### config.mk
export PLATFORM = sky130hd
export DESIGN_NAME = tfp_timer16
export DESIGN_NICKNAME = d
export VERILOG_FILES = /design/src/hw/tfp_pkg.sv /design/src/hw/tfp_cnt_if.sv /design/src/hw/tfp_timer16.sv /design/src/hw/tfp_channel.sv
export SDC_FILE = /design/constraint.sdc
export NUM_CORES = 1
export LEC_CHECK = 0
export ABC_AREA = 1
export BUFFER_PORTS_ARGS = -buffer_cell sky130_fd_sc_hd__buf_2
export CAP_MARGIN = 30
export CELL_PAD_IN_SITES_DETAIL_PLACEMENT = 2
export CELL_PAD_IN_SITES_GLOBAL_PLACEMENT = 2
export CORE_UTILIZATION = 30
export CTS_CLUSTER_DIAMETER = 200
export DETAILED_ROUTE_END_ITERATION = 6
export GPL_TIMING_DRIVEN = 0
export PLACE_DENSITY_LB_ADDON = 0.05
export SYNTH_ARGS = -nofsm -noshare
export SYNTH_HDL_FRONTEND = slang
export SYNTH_SLANG_ARGS = --single-unit
### constraint.sdc
create_clock -name core_clk -period 2.5 [get_ports core_clk]
set_input_delay 0.25 -clock core_clk [delete_from_list [all_inputs] [get_ports core_clk]]
set_output_delay 0.25 -clock core_clk [all_outputs]
set_load 0.01 [all_outputs]
### src/hw/tfp_pkg.sv
package tfp_pkg;

  localparam int unsigned CNT_W = 16;

  // register offsets on the plain register port
  localparam logic [3:0] ADDR_CTRL     = 4'h0;
  localparam logic [3:0] ADDR_COUNT    = 4'h1;
  localparam logic [3:0] ADDR_CMP_A    = 4'h2;
  localparam logic [3:0] ADDR_CMP_B    = 4'h3;
  localparam logic [3:0] ADDR_CAPTURE  = 4'h4;
  localparam logic [3:0] ADDR_FLAGS    = 4'h5;
  localparam logic [3:0] ADDR_PIN_DIR  = 4'h6;

  // ctrl field layout
  localparam int unsigned CTRL_WGM_LSB  = 0;
  localparam int unsigned CTRL_COMA_LSB = 4;
  localparam int unsigned CTRL_COMB_LSB = 6;

  // flags field layout
  localparam int unsigned FLG_OVF = 0;
  localparam int unsigned FLG_CMA = 1;
  localparam int unsigned FLG_CMB = 2;
  localparam int unsigned FLG_CAP = 3;

  localparam logic [15:0] TOP_8BIT  = 16'h00FF;
  localparam logic [15:0] TOP_9BIT  = 16'h01FF;
  localparam logic [15:0] TOP_10BIT = 16'h03FF;
  localparam logic [15:0] CNT_MAX   = 16'hFFFF;
  localparam logic [15:0] CNT_ZERO  = 16'h0000;
  localparam logic [15:0] MIN_TOP   = 16'h0003;

  localparam logic [3:0]  RST_WGM   = 4'h0;
  localparam logic [15:0] RST_WORD  = 16'h0000;

  localparam logic [1:0] COM_OFF    = 2'h0;
  localparam logic [1:0] COM_TOGGLE = 2'h1;
  localparam logic [1:0] COM_NONINV = 2'h2;
  localparam logic [1:0] COM_INV    = 2'h3;

  typedef enum logic [1:0] {
    TFP_FAM_NONE = 2'b00,
    TFP_FAM_FAST = 2'b01,
    TFP_FAM_PHASE = 2'b10
  } tfp_family_t;

  typedef enum logic [1:0] {
    TFP_TOP_FIXED = 2'b00,
    TFP_TOP_CAP   = 2'b01,
    TFP_TOP_CMPA  = 2'b10
  } tfp_topsrc_t;

  // maps a waveform mode to its family
  function automatic tfp_family_t mode_family(input logic [3:0] m);
    case (m)
      4'h5, 4'h6, 4'h7, 4'hE, 4'hF: mode_family = TFP_FAM_FAST;
      4'h1, 4'h2, 4'h3, 4'hA, 4'hB: mode_family = TFP_FAM_PHASE;
      default:                      mode_family = TFP_FAM_NONE;
    endcase
  endfunction

  // fixed top for modes 1..3 and 5..7, else max
  function automatic logic [15:0] fixed_top(input logic [3:0] m);
    case (m)
      4'h1, 4'h5: fixed_top = TOP_8BIT;
      4'h2, 4'h6: fixed_top = TOP_9BIT;
      4'h3, 4'h7: fixed_top = TOP_10BIT;
      default:    fixed_top = CNT_MAX;
    endcase
  endfunction

  function automatic tfp_topsrc_t top_source(input logic [3:0] m);
    case (m)
      4'hA, 4'hE: top_source = TFP_TOP_CAP;
      4'hB, 4'hF: top_source = TFP_TOP_CMPA;
      default:    top_source = TFP_TOP_FIXED;
    endcase
  endfunction

endpackage : tfp_pkg

### src/hw/tfp_cnt_if.sv
`timescale 1ns/1ps
`default_nettype none

// counter state shared with the compare channels
interface tfp_cnt_if;
  import tfp_pkg::*;
  logic          tick;
  tfp_family_t   family;
  logic [15:0]   count;
  logic          counting_down;
  logic          at_top;
  logic          at_zero;
  logic          wrap;

  modport counter (output tick, family, count, counting_down, at_top, at_zero, wrap);
  modport channel (input  tick, family, count, counting_down, at_top, at_zero, wrap);
endinterface : tfp_cnt_if

`default_nettype wire

### src/hw/tfp_timer16.sv
// The register offsets and strobed register access were left to the implementer.
`timescale 1ns/1ps
`default_nettype none

module tfp_timer16 (
  input  wire logic                 core_clk,      // 10 MHz core clock
  input  wire logic                 sys_rst,       // sync reset, high
  input  wire logic                 timer_tick,    // prescaler tick enable
  input  wire logic [3:0]           reg_addr,      // register address
  input  wire logic [15:0]          reg_wdata,     // write data
  input  wire logic                 reg_wr,        // write strobe
  input  wire logic                 reg_rd,        // read strobe
  output logic [15:0]               reg_rdata,     // read data, cycle after strobe
  output logic                      pin_a_out,     // pin A level
  output logic                      pin_a_oe,      // pin A drive enable
  output logic                      pin_b_out,     // pin B level
  output logic                      pin_b_oe,      // pin B drive enable
  output logic [tfp_pkg::CNT_W-1:0] counter_value  // live count
);
  import tfp_pkg::*;

  ////////////////////////////////////////////////////////////////////////////
  typedef struct packed {
    logic [3:0]  wgm;
    logic [1:0]  com_a;
    logic [1:0]  com_b;
    logic [15:0] count;
    logic        down;
    logic [15:0] buf_a;
    logic [15:0] buf_b;
    logic [15:0] capture;
    logic [3:0]  flags;
    logic [1:0]  pin_dir;
    logic [15:0] rdata;
  } tfp_top_state_t;

  tfp_top_state_t state_ff;
  tfp_top_state_t nxt_state;

  tfp_cnt_if cnt ();

  logic        match_a;
  logic        match_b;
  logic        wave_a;
  logic        wave_b;
  logic [15:0] act_a;
  logic [15:0] act_b;
  logic [15:0] top;
  logic [15:0] wmask;
  tfp_family_t fam;
  tfp_topsrc_t tsrc;
  logic        at_top;
  logic        at_zero;
  logic        top_event;

  ////////////////////////////////////////////////////////////////////////////
  assign fam  = mode_family(state_ff.wgm);
  assign tsrc = top_source(state_ff.wgm);

  always_comb begin
    unique case (tsrc)
      TFP_TOP_CAP:  top = state_ff.capture;
      TFP_TOP_CMPA: top = act_a;
      default:      top = fixed_top(state_ff.wgm);
    endcase
  end

  // fixed tops are all-ones patterns, so the top itself is the mask
  assign wmask = (tsrc == TFP_TOP_FIXED && fam != TFP_FAM_NONE)
                 ? fixed_top(state_ff.wgm) : CNT_MAX;

  assign at_top  = (state_ff.count == top) && (fam != TFP_FAM_NONE);
  assign at_zero = (state_ff.count == CNT_ZERO);
  assign top_event = timer_tick && at_top;

  assign cnt.tick          = timer_tick;
  assign cnt.family        = fam;
  assign cnt.count         = state_ff.count;
  assign cnt.counting_down = state_ff.down;
  assign cnt.at_top        = at_top;
  assign cnt.at_zero       = at_zero;
  assign cnt.wrap          = (fam == TFP_FAM_FAST) && at_zero;

  ////////////////////////////////////////////////////////////////////////////
  tfp_channel u_chan_a (
    .core_clk     (core_clk),
    .sys_rst      (sys_rst),
    .cnt          (cnt),
    .buf_value    (state_ff.buf_a),
    .out_mode     (state_ff.com_a),
    .active_value (act_a),
    .match        (match_a),
    .wave         (wave_a)
  );

  tfp_channel u_chan_b (
    .core_clk     (core_clk),
    .sys_rst      (sys_rst),
    .cnt          (cnt),
    .buf_value    (state_ff.buf_b),
    .out_mode     (state_ff.com_b),
    .active_value (act_b),
    .match        (match_b),
    .wave         (wave_b)
  );

  ////////////////////////////////////////////////////////////////////////////
  always_comb begin
    nxt_state       = state_ff;
    nxt_state.rdata = RST_WORD;

    // counter
    if (timer_tick) begin
      unique case (fam)
        TFP_FAM_FAST: begin
          nxt_state.down = 1'b0;
          if (at_top) begin
            nxt_state.count = CNT_ZERO;
          end else begin
            // a top written below the count wraps through max
            nxt_state.count = state_ff.count + 16'h0001;
          end
        end
        TFP_FAM_PHASE: begin
          if (at_top) begin
            nxt_state.down  = 1'b1;
            nxt_state.count = state_ff.count - 16'h0001;
          end else if (state_ff.down && !at_zero) begin
            nxt_state.count = state_ff.count - 16'h0001;
          end else begin
            nxt_state.down  = 1'b0;
            nxt_state.count = state_ff.count + 16'h0001;
          end
        end
        default: begin
          // outside the pwm modes the counter holds
          nxt_state.down = 1'b0;
        end
      endcase
    end

    // flags: hardware set wins over software clear
    if (reg_wr && reg_addr == ADDR_FLAGS) begin
      nxt_state.flags = state_ff.flags & ~reg_wdata[3:0];
    end
    if (match_a) nxt_state.flags[FLG_CMA] = 1'b1;
    if (match_b) nxt_state.flags[FLG_CMB] = 1'b1;
    if (fam == TFP_FAM_FAST && top_event) begin
      nxt_state.flags[FLG_OVF] = 1'b1;
    end
    if (fam == TFP_FAM_PHASE && timer_tick && at_zero) begin
      nxt_state.flags[FLG_OVF] = 1'b1;
    end
    if (top_event && tsrc == TFP_TOP_CAP) begin
      nxt_state.flags[FLG_CAP] = 1'b1;
    end
    if (top_event && tsrc == TFP_TOP_CMPA) begin
      nxt_state.flags[FLG_CMA] = 1'b1;
    end

    // register writes
    if (reg_wr) begin
      unique case (reg_addr)
        ADDR_CTRL: begin
          nxt_state.wgm   = reg_wdata[CTRL_WGM_LSB +: 4];
          nxt_state.com_a = reg_wdata[CTRL_COMA_LSB +: 2];
          nxt_state.com_b = reg_wdata[CTRL_COMB_LSB +: 2];
        end
        ADDR_COUNT:   nxt_state.count   = reg_wdata;
        ADDR_CMP_A:   nxt_state.buf_a   = reg_wdata & wmask;
        ADDR_CMP_B:   nxt_state.buf_b   = reg_wdata & wmask;
        ADDR_CAPTURE: nxt_state.capture = reg_wdata;
        ADDR_PIN_DIR: nxt_state.pin_dir = reg_wdata[1:0];
        default:      nxt_state.pin_dir = nxt_state.pin_dir;
      endcase
    end

    // register reads, unmapped reads return zero
    if (reg_rd) begin
      unique case (reg_addr)
        ADDR_CTRL:    nxt_state.rdata = {8'h00, state_ff.com_b, state_ff.com_a, state_ff.wgm};
        ADDR_COUNT:   nxt_state.rdata = state_ff.count;
        ADDR_CMP_A:   nxt_state.rdata = state_ff.buf_a;
        ADDR_CMP_B:   nxt_state.rdata = state_ff.buf_b;
        ADDR_CAPTURE: nxt_state.rdata = state_ff.capture;
        ADDR_FLAGS:   nxt_state.rdata = {12'h000, state_ff.flags};
        ADDR_PIN_DIR: nxt_state.rdata = {14'h0000, state_ff.pin_dir};
        default:      nxt_state.rdata = RST_WORD;
      endcase
    end
  end

  always_ff @(posedge core_clk) begin
    if (sys_rst) begin
      state_ff     <= '0;
      state_ff.wgm <= RST_WGM;
    end else begin
      state_ff <= nxt_state;
    end
  end

  ////////////////////////////////////////////////////////////////////////////
  assign reg_rdata     = state_ff.rdata;
  assign counter_value = state_ff.count;
  // override only when a mode is set; direction still gates the pin
  assign pin_a_out = wave_a && (state_ff.com_a != COM_OFF);
  assign pin_a_oe  = state_ff.pin_dir[0];
  assign pin_b_out = wave_b && (state_ff.com_b != COM_OFF);
  assign pin_b_oe  = state_ff.pin_dir[1];

endmodule : tfp_timer16

`default_nettype wire

### src/hw/tfp_channel.sv
`timescale 1ns/1ps
`default_nettype none

// one compare channel: buffer, match, waveform flop
module tfp_channel (
  input  wire logic          core_clk,    // core clock
  input  wire logic          sys_rst,     // sync reset, high
  tfp_cnt_if.channel         cnt,         // counter state
  input  wire logic [15:0]   buf_value,   // software-written buffer
  input  wire logic [1:0]    out_mode,    // compare output mode
  output logic [15:0]        active_value,// compare value in use
  output logic               match,       // tick-qualified match
  output logic               wave         // internal compare output
);
  import tfp_pkg::*;

  typedef struct packed {
    logic [15:0] act;
    logic        wave;
  } tfp_ch_state_t;

  tfp_ch_state_t state_ff;
  tfp_ch_state_t nxt_state;

  logic eq;

  assign eq           = (cnt.count == state_ff.act);
  assign match        = cnt.tick && eq && (cnt.family != TFP_FAM_NONE);
  assign active_value = state_ff.act;
  assign wave         = state_ff.wave;

  always_comb begin
    nxt_state = state_ff;
    if (cnt.tick) begin
      // buffered value lands at top in both families
      if (cnt.at_top) begin
        nxt_state.act = buf_value;
      end
      unique case (cnt.family)
        TFP_FAM_FAST: begin
          if (eq) begin
            unique case (out_mode)
              COM_TOGGLE: nxt_state.wave = ~state_ff.wave;
              COM_NONINV: nxt_state.wave = 1'b0;
              COM_INV:    nxt_state.wave = 1'b1;
              COM_OFF:    nxt_state.wave = state_ff.wave;
            endcase
          end
          // bottom action lands on the top tick, as the count clears;
          // it wins over a match at top so compare==top gives a steady level
          if (cnt.at_top && out_mode[1]) begin
            nxt_state.wave = (out_mode == COM_NONINV);
          end
        end
        TFP_FAM_PHASE: begin
          // at top the direction flag is still up; matches at top and zero hold the level
          if (eq && (out_mode == COM_NONINV)) begin
            nxt_state.wave = cnt.counting_down;
          end else if (eq && (out_mode == COM_INV)) begin
            nxt_state.wave = ~cnt.counting_down;
          end
          if (eq && (cnt.count == CNT_ZERO)) begin
            nxt_state.wave = (out_mode == COM_INV);
          end
          if (eq && cnt.at_top && out_mode[1]) begin
            nxt_state.wave = (out_mode == COM_NONINV);
          end
          if (out_mode[1] == 1'b0) begin
            nxt_state.wave = state_ff.wave;
          end
        end
        default: nxt_state = nxt_state;
      endcase
    end
  end

  always_ff @(posedge core_clk) begin
    if (sys_rst) begin
      state_ff <= '0;
    end else begin
      state_ff <= nxt_state;
    end
  end

endmodule : tfp_channel

`default_nettype wire

==> impl_metrics.tcl, run 1 <==
set metrics [dict create \
    pre_cts_ws_ns -0.6823 \
    gp_congestion 0.8779 \
    power_density_nw_per_um2 521.2 \
    avgSynthCellArea_um2 6.581 \
    max_slew_margin 0.3958 \
    grt_first_pass_wirelength_um 58880 \
    antenna_found_initial 0 \
    leakagePower_nw 4.446 \
    grt_setup_unrepaired "yes" \
    setup_viol 54 \
    drv_slew 0 \
    ctsRootBufferMaster "clkbuf_16" \
    cp_common_cell "nand2_1" \
    netlist_instances 1204 \
    synthesis.area_um2 7924 \
    drc 0 \
    viasPerCell 5.380 \
    p_sw_mw 1.579 \
    fin_crit_sh 1.132 \
    setup_ws_ns -0.3307 \
    synth_cell_types 39 \
    drtIter0Drc 545 \
    critical_path_arrival_ns 3.21 \
    synth_fp_nets 1238 \
    hold_viol 0 \
    die_x_um 164.5 \
    synthMuxAreaShare 0 \
    postPlaceCellArea_um2 8633 \
    synth_compound_area_frac 0.1931 \
    clock_skew_ns 0.01394 \
    ir_drop_v 0.0004729 \
    yosys_most_used_dff "dfxtp_1" \
    crit_path_start_kind "flop" \
    cp_max_fo 6 \
    synth-simple-area-share 0.2789 \
    placementRows 59 \
    synthArstFlopShare 0 \
    cts_buffer_depth 2 \
    fmax_ghz 0.3533 \
    finalInstanceArea_um2 10620 \
    fp.coreArea_um2 25980 \
    grtUsageMet3 0.04144 \
    dieArea_um2 27070 \
    p_seq_frac 0.387 \
    cts.reportedPaths.clkPinSlew_ns 0.07 \
    first_pass_iters 5 \
    crit_required_ns 2.87 \
    combPwrFrac 0.106 \
    gr-max-usage-layer "met2" \
    synth_top_family_by_area "simple AND/OR/NAND/NOR gates" \
    crit_type "reg -> reg" \
    ys_ff_latch 131 \
    critPathMaxStageDelay_ns 0.39 \
    synth_xor_xnor_area_share 0.05858 \
    cts_buffers 17 \
    finalWirelength_um 40960 \
    fillers 3078 \
    grt-ovfl-total 0 \
    violations "setup timing" \
    grt.total_usage 0.3009 \
    ctsHoldBuffers 0 \
    total_power_mw 5.533 \
    grt_max_degree 17 \
    dpl.hpwl_um 28680 \
    diodes 0 \
    synth-edff-count 0 \
    post_drt_wl_per_cell_um 24.53 \
    grt_pass1_vias 9326 \
    cp_num_buf_inv 5 \
    register_area_um2 2635 \
    htree_num_levels 4 \
    cp-end-kind "flop" \
    insertion_delay_ns 0.44 \
    multi_input_area_um2 4913 \
    tritoncts "done" \
    crit_path_top_delay_cell "dfxtp_4" \
    yosysWarningCount 0 \
    holdWs_ns 0.1357 \
    start_util 0.3049 \
    area_growth_pct 33.98 \
    p_int_mw 3.954 \
    grtUsageMet1 0.3959 \
    synthAdderAreaFrac 0.01421 \
    ant_nets 0 \
    die_y_um 164.5 \
    cap_violations 0 \
    path_delay_family "simple AND/OR/NAND/NOR gates" \
    hp-class "in -> reg" \
    layout-drive-gt1-share 0.2562 \
    numClockSinks 131 \
    nNetsFinal 1356 \
    clockPowerShare 0.507 \
    grt_use_met2 0.5017 \
    yosysSeqAreaShare 0.3310 \
    num_vias 8984 \
    crit_chain "nand2_4, nor2_4, buf_4, ha_4, buf_6, buf_16, nand2_1, nand3_4, nand2_2, nand2_2, nand2_1, nor2_2, nand2_2, nor2_4, buf_12, nand2_4, clkbuf_16, nand2_1, nand3_1, nand2_1, nand2_1, a21oi_1" \
    status "complete, but fails checks" \
    layout_min_cycle_time_ns 2.831 \
    io_buffer_count 58 \
    switching_share 0.2854 \
    ios 61 \
    worst_pin_slew_ns 0.9063 \
    utilization 0.4086 \
]
metal layers:
layer / up-vias / part of all wire
met3: 57 / 0.039
li1: 4175 / -
met5: - / 0
met2: 229 / 0.48
met4: 0 / 0.026
met1: 4523 / 0.46
what timing repair did:
| item | CTS | global route |
|---|---|---|
| cloned | 6 | 7 |
| gates resized for setup | 123 | 111 |
| setup buffers | 25 | 7 |
| pin swaps | 20 | 35 |
| setup endpoints to repair | 54 | 54 |
placed cells by master, fill, tap and decap left out, types with 6 or more instances in the layout:
master	count
a221oi_1	11
nand3_1	62
clkbuf_16	22
o21ai_0	99
buf_4	50
o21ai_1	13
buf_2	73
nand4_1	20
a21oi_1	95
buf_8	9
xnor2_1	21
clkbuf_1	33
nand3_2	28
xor2_1	32
inv_6	6
nand2_1	259
o22ai_1	12
ha_1	7
o21ai_2	13
nand3_4	7
dfxtp_1	127
nand2_4	18
buf_6	14
inv_1	94
nand2_2	25
nor2_1	85
a21oi_2	25
buf_12	8
worst register-to-register path, stage by stage (launching register included):
cell and delay (ns):
dfxtp_4 0.39, nand2_4 0.07, nor2_4 0.12, buf_4 0.13, ha_4 0.14, buf_6 0.13, buf_16 0.12, nand2_1 0.14
nand3_4 0.14, nand2_2 0.06, nand2_2 0.07, nand2_1 0.07, nor2_2 0.10, nand2_2 0.07, nor2_4 0.12, buf_12 0.15
nand2_4 0.12, clkbuf_16 0.18, nand2_1 0.06, nand3_1 0.06, nand2_1 0.10, nand2_1 0.10, a21oi_1 0.14
kinds of logic (layout without fill, tap and decap cells):
| family | count (synthesis) | count (layout) |
|---|---|---|
| flops | 131 | 131 |
| xor+xnor | 53 | 53 |
| buf+inv | 206 | 336 |
| compound gates | 282 | 282 |
| simple gates | 523 | 524 |
| fa+ha+maj | 9 | 9 |
worst paths after layout:
check	slack [ns]	endpoint	startpoint	cells past startpoint
worst min register to register	0.47	u_chan_b.active_value[5]	u_chan_b.active_value[5]	2
worst max register to register	-0.33	counter_value[15]	state_ff[92]	22
worst min-delay path	0.14	state_ff[34]	reg_wdata[12]	3
worst max-delay path	-0.33	counter_value[15]	state_ff[92]	22
power by group through the flow:
stage,sequential [mW],combinational (mW),clock (mW)
2_1_floorplan,2.18,0.323,0
3_3_place_gp,2.18,0.541,0
3_5_place_dp,2.19,0.552,0
4_1_cts,2.14,0.565,2.81
5_1_grt,2.14,0.639,2.92
6_report,2.14,0.589,2.81
cells in the mapped netlist (all sizes together) (5+ instances only):
cell type	number	area (um^2)
nand2	302	1149
dfxtp	131	2623
o21ai	125	625.6
a21oi	121	631.9
inv	104	390.4
nand3	97	508.0
nor2	94	370.4
buf	65	455.4
clkbuf	35	131.4
xor2	32	280.3
xnor2	21	183.9
nand4	20	125.1
a221oi	12	105.1
o22ai	12	75.07
ha	9	112.6
nor3	5	25.02
cell type report:
class	instances	area share
multi-input combinational	868	0.4628
clock buffer	18	0.04042
timing repair buffer	101	0.08462
sequential	131	0.2482
inverter	106	0.04066
tap	335	0.03948
buffer	97	0.06494
clock inverter	14	0.01886
registers in the layout, summed over array words and instances (netlist names):
name,flops
state_ff,60
counter_value,16
reg_rdata,16
u_chan_a.active_value,16
u_chan_b.active_value,16
cnt.family,2
cnt.counting_down,1
pin_a_oe,1
pin_b_oe,1
u_chan_a.wave,1
u_chan_b.wave,1
through the flow:
step                      cells  TNS [ns]
final                      1670    -13.21
after global routing       1670    -18.58
after CTS                  1660    -7.075
after detailed placement   1597    -33.38
after global placement     1597    -28.61
after floorplan            1204         0
(Power assumes the default switching activity.)
==> run 2, diff against run 1 <==
--- a/config.mk
+++ b/config.mk
@@ -6,7 +6,7 @@
 export NUM_CORES = 1
 export LEC_CHECK = 0
 export ABC_AREA = 1
-export BUFFER_PORTS_ARGS = -buffer_cell sky130_fd_sc_hd__buf_2
+export BUFFER_PORTS_ARGS = -buffer_cell sky130_fd_sc_hd__clkbuf_2
 export CAP_MARGIN = 30
 export CELL_PAD_IN_SITES_DETAIL_PLACEMENT = 2
 export CELL_PAD_IN_SITES_GLOBAL_PLACEMENT = 2
==> run 2 against run 1 <==
The flow still finishes with violations (setup timing). Routed wire length decreased by 0.22%. Worst setup slack improved by 0.065 ns. Final cell count decreased by 0.48%. Core utilization increased by 0.053 points. Die area unchanged. Register-to-register slack improved by 0.06 ns. Sequential share of layout area about the same. Largest cell class unchanged. Largest power group unchanged.
==> impl_metrics.tcl, run 2 (synthesis gave the netlist of run 1 again) <==
set metrics [dict create \
    fin_crit_sh 1.106 \
    crit_chain "inv_6, nor2_4, nand2_4, ha_4, buf_6, nand4_1, nand2_1, nand2_1, nand2_1, nor2_1, nand2_1, nor2_4, buf_12, nand2_8, nand2_8, buf_8, or2_1, nand2_1, nand2_1, a21oi_1" \
    diodes 0 \
    drtIter0Drc 541 \
    dpl.hpwl_um 28820 \
    crit_path_start_kind "flop" \
    ant_nets 0 \
    crit_path_top_delay_cell "dfxtp_4" \
    fmax_ghz 0.3615 \
    setup_ws_ns -0.2659 \
    die_x_um 164.5 \
    grt_first_pass_wirelength_um 59150 \
    layout_min_cycle_time_ns 2.766 \
    layout-drive-gt1-share 0.2653 \
    hp-class "in -> reg" \
    dieArea_um2 27070 \
    cp_max_fo 6 \
    stdcell_count 1662 \
    cp_common_cell "nand2_1" \
    grt.total_usage 0.3005 \
    hold_viol 0 \
    num_vias 9017 \
    final_common_cell "nand2_1" \
    violations "setup timing" \
    fp.coreArea_um2 25980 \
    cts.reportedPaths.clkPinSlew_ns 0.07 \
    grt_max_degree 17 \
    first_pass_iters 5 \
    leakagePower_nw 4.410 \
    tritoncts "done" \
    finalWirelength_um 40870 \
    io_buffer_count 58 \
    drv_slew 0 \
    power_density_nw_per_um2 510.8 \
    crit_type "reg -> reg" \
    mostFrequentLayoutCells "nand2_1 (243), dfxtp_1 (127), o21ai_0 (99)" \
    insertion_delay_ns 0.43 \
    clock_skew_ns 0.01554 \
    setup_viol 54 \
    status "complete, but fails checks" \
    cts_buffers 17 \
    worst_pin_slew_ns 0.9237 \
    drc 0 \
    largest_register_ffs 60 \
    postPlaceCellArea_um2 8633 \
    cap_violations 0 \
    gp_congestion 0.8791 \
    dp_cells 1597 \
    antenna_found_initial 0 \
    ios 61 \
    critical_path_arrival_ns 3.12 \
    post_drt_wl_per_cell_um 24.59 \
    largest-register "state_ff" \
    die_y_um 164.5 \
    area_growth_pct 34.15 \
    numClockSinks 131 \
    grt_pass1_vias 9260 \
    nNetsFinal 1349 \
    max_slew_margin 0.3842 \
    finalInstanceArea_um2 10630 \
    placementRows 59 \
    grt_setup_unrepaired "yes" \
    ir_drop_v 0.0003774 \
    ctsRootBufferMaster "clkbuf_16" \
    cp-end-kind "flop" \
    grt-ovfl-total 0 \
    cts_buffer_depth 2 \
    crit_required_ns 2.86 \
    viasPerCell 5.425 \
    start_util 0.3049 \
    ctsHoldBuffers 0 \
    critPathMaxStageDelay_ns 0.39 \
    htree_num_levels 4 \
]
run 2: cell types whose count changed in the layout (fill, tap and decap cells not counted), moves of 10 or more:
cell	before	now
nand2_4	18	28
nand3_1	62	72
clkbuf_2	0	58
nand3_2	28	15
nand2_1	259	243
buf_2	73	15
run 2: stage by stage:
step                      power, mW  worst slack, ns  TNS (ns)  hold WS [ns]    util
final                         5.430          -0.2659    -10.42        0.1600  0.4091
after global routing          5.579          -0.3812    -16.25        0.1664  0.4091
after CTS                     5.415          -0.1694    -5.553        0.1416  0.3901
after detailed placement      2.737          -0.6893    -33.89        0.4712  0.3322
after global placement        2.725          -0.5800    -27.85        0.4552  0.3322
after floorplan               2.499          0.06231         0        0.3617       -
run 2: metal layers:
metal,GRT usage,part of all wire
met1,0.4051,0.46
met2,0.5044,0.47
met3,0.02913,0.038
met4,0.08966,0.026
met5,0,0
run 2: where the power goes:
part	switching (mW)	internal, mW	total (mW)	leakage (nW)
Combinational	0.438	0.156	0.594	3.06
Sequential	0.0275	2.11	2.14	1.06
Clock	1.11	1.58	2.70	0.284
run 2: path summary, 6_finish.rpt:
path | start | to | slack, ns | depth (start not counted)
min | reg_wdata[12] | state_ff[34] | 0.16 | 3
min reg2reg | state_ff[20] | state_ff[20] | 0.48 | 2
max reg2reg | state_ff[92] | counter_value[11] | -0.27 | 20
max | state_ff[92] | counter_value[11] | -0.27 | 20
run 2: worst max-delay path, delay by kind of cell, from the launching register on:
family,cells,cell delay [ns]
and+or+nand+nor,14,1.37
buffers and inverters,4,0.47
adders and majority gates,1,0.34
DFF,1,0.39
AOI/OAI and AO/OA,1,0.12
run 2: final cells by class:
class	instances	area, um^2
fillers	3080	15350
multi-input cells	867	5045
flip-flops and latches	131	2635
repair buffers	98	853.3
plain buffers	94	640.6
inverters	106	431.7
clock buffers	17	425.4
well taps	335	419.2
clock inverters	14	180.2
run 2: repair_timing:
item / CTS / global route
endpoints found under the setup margin: 54 / 55
gates resized for setup: 135 / 142
pin swaps: 25 / 43
cloned: 9 / 3
setup buffers: 27 / 7
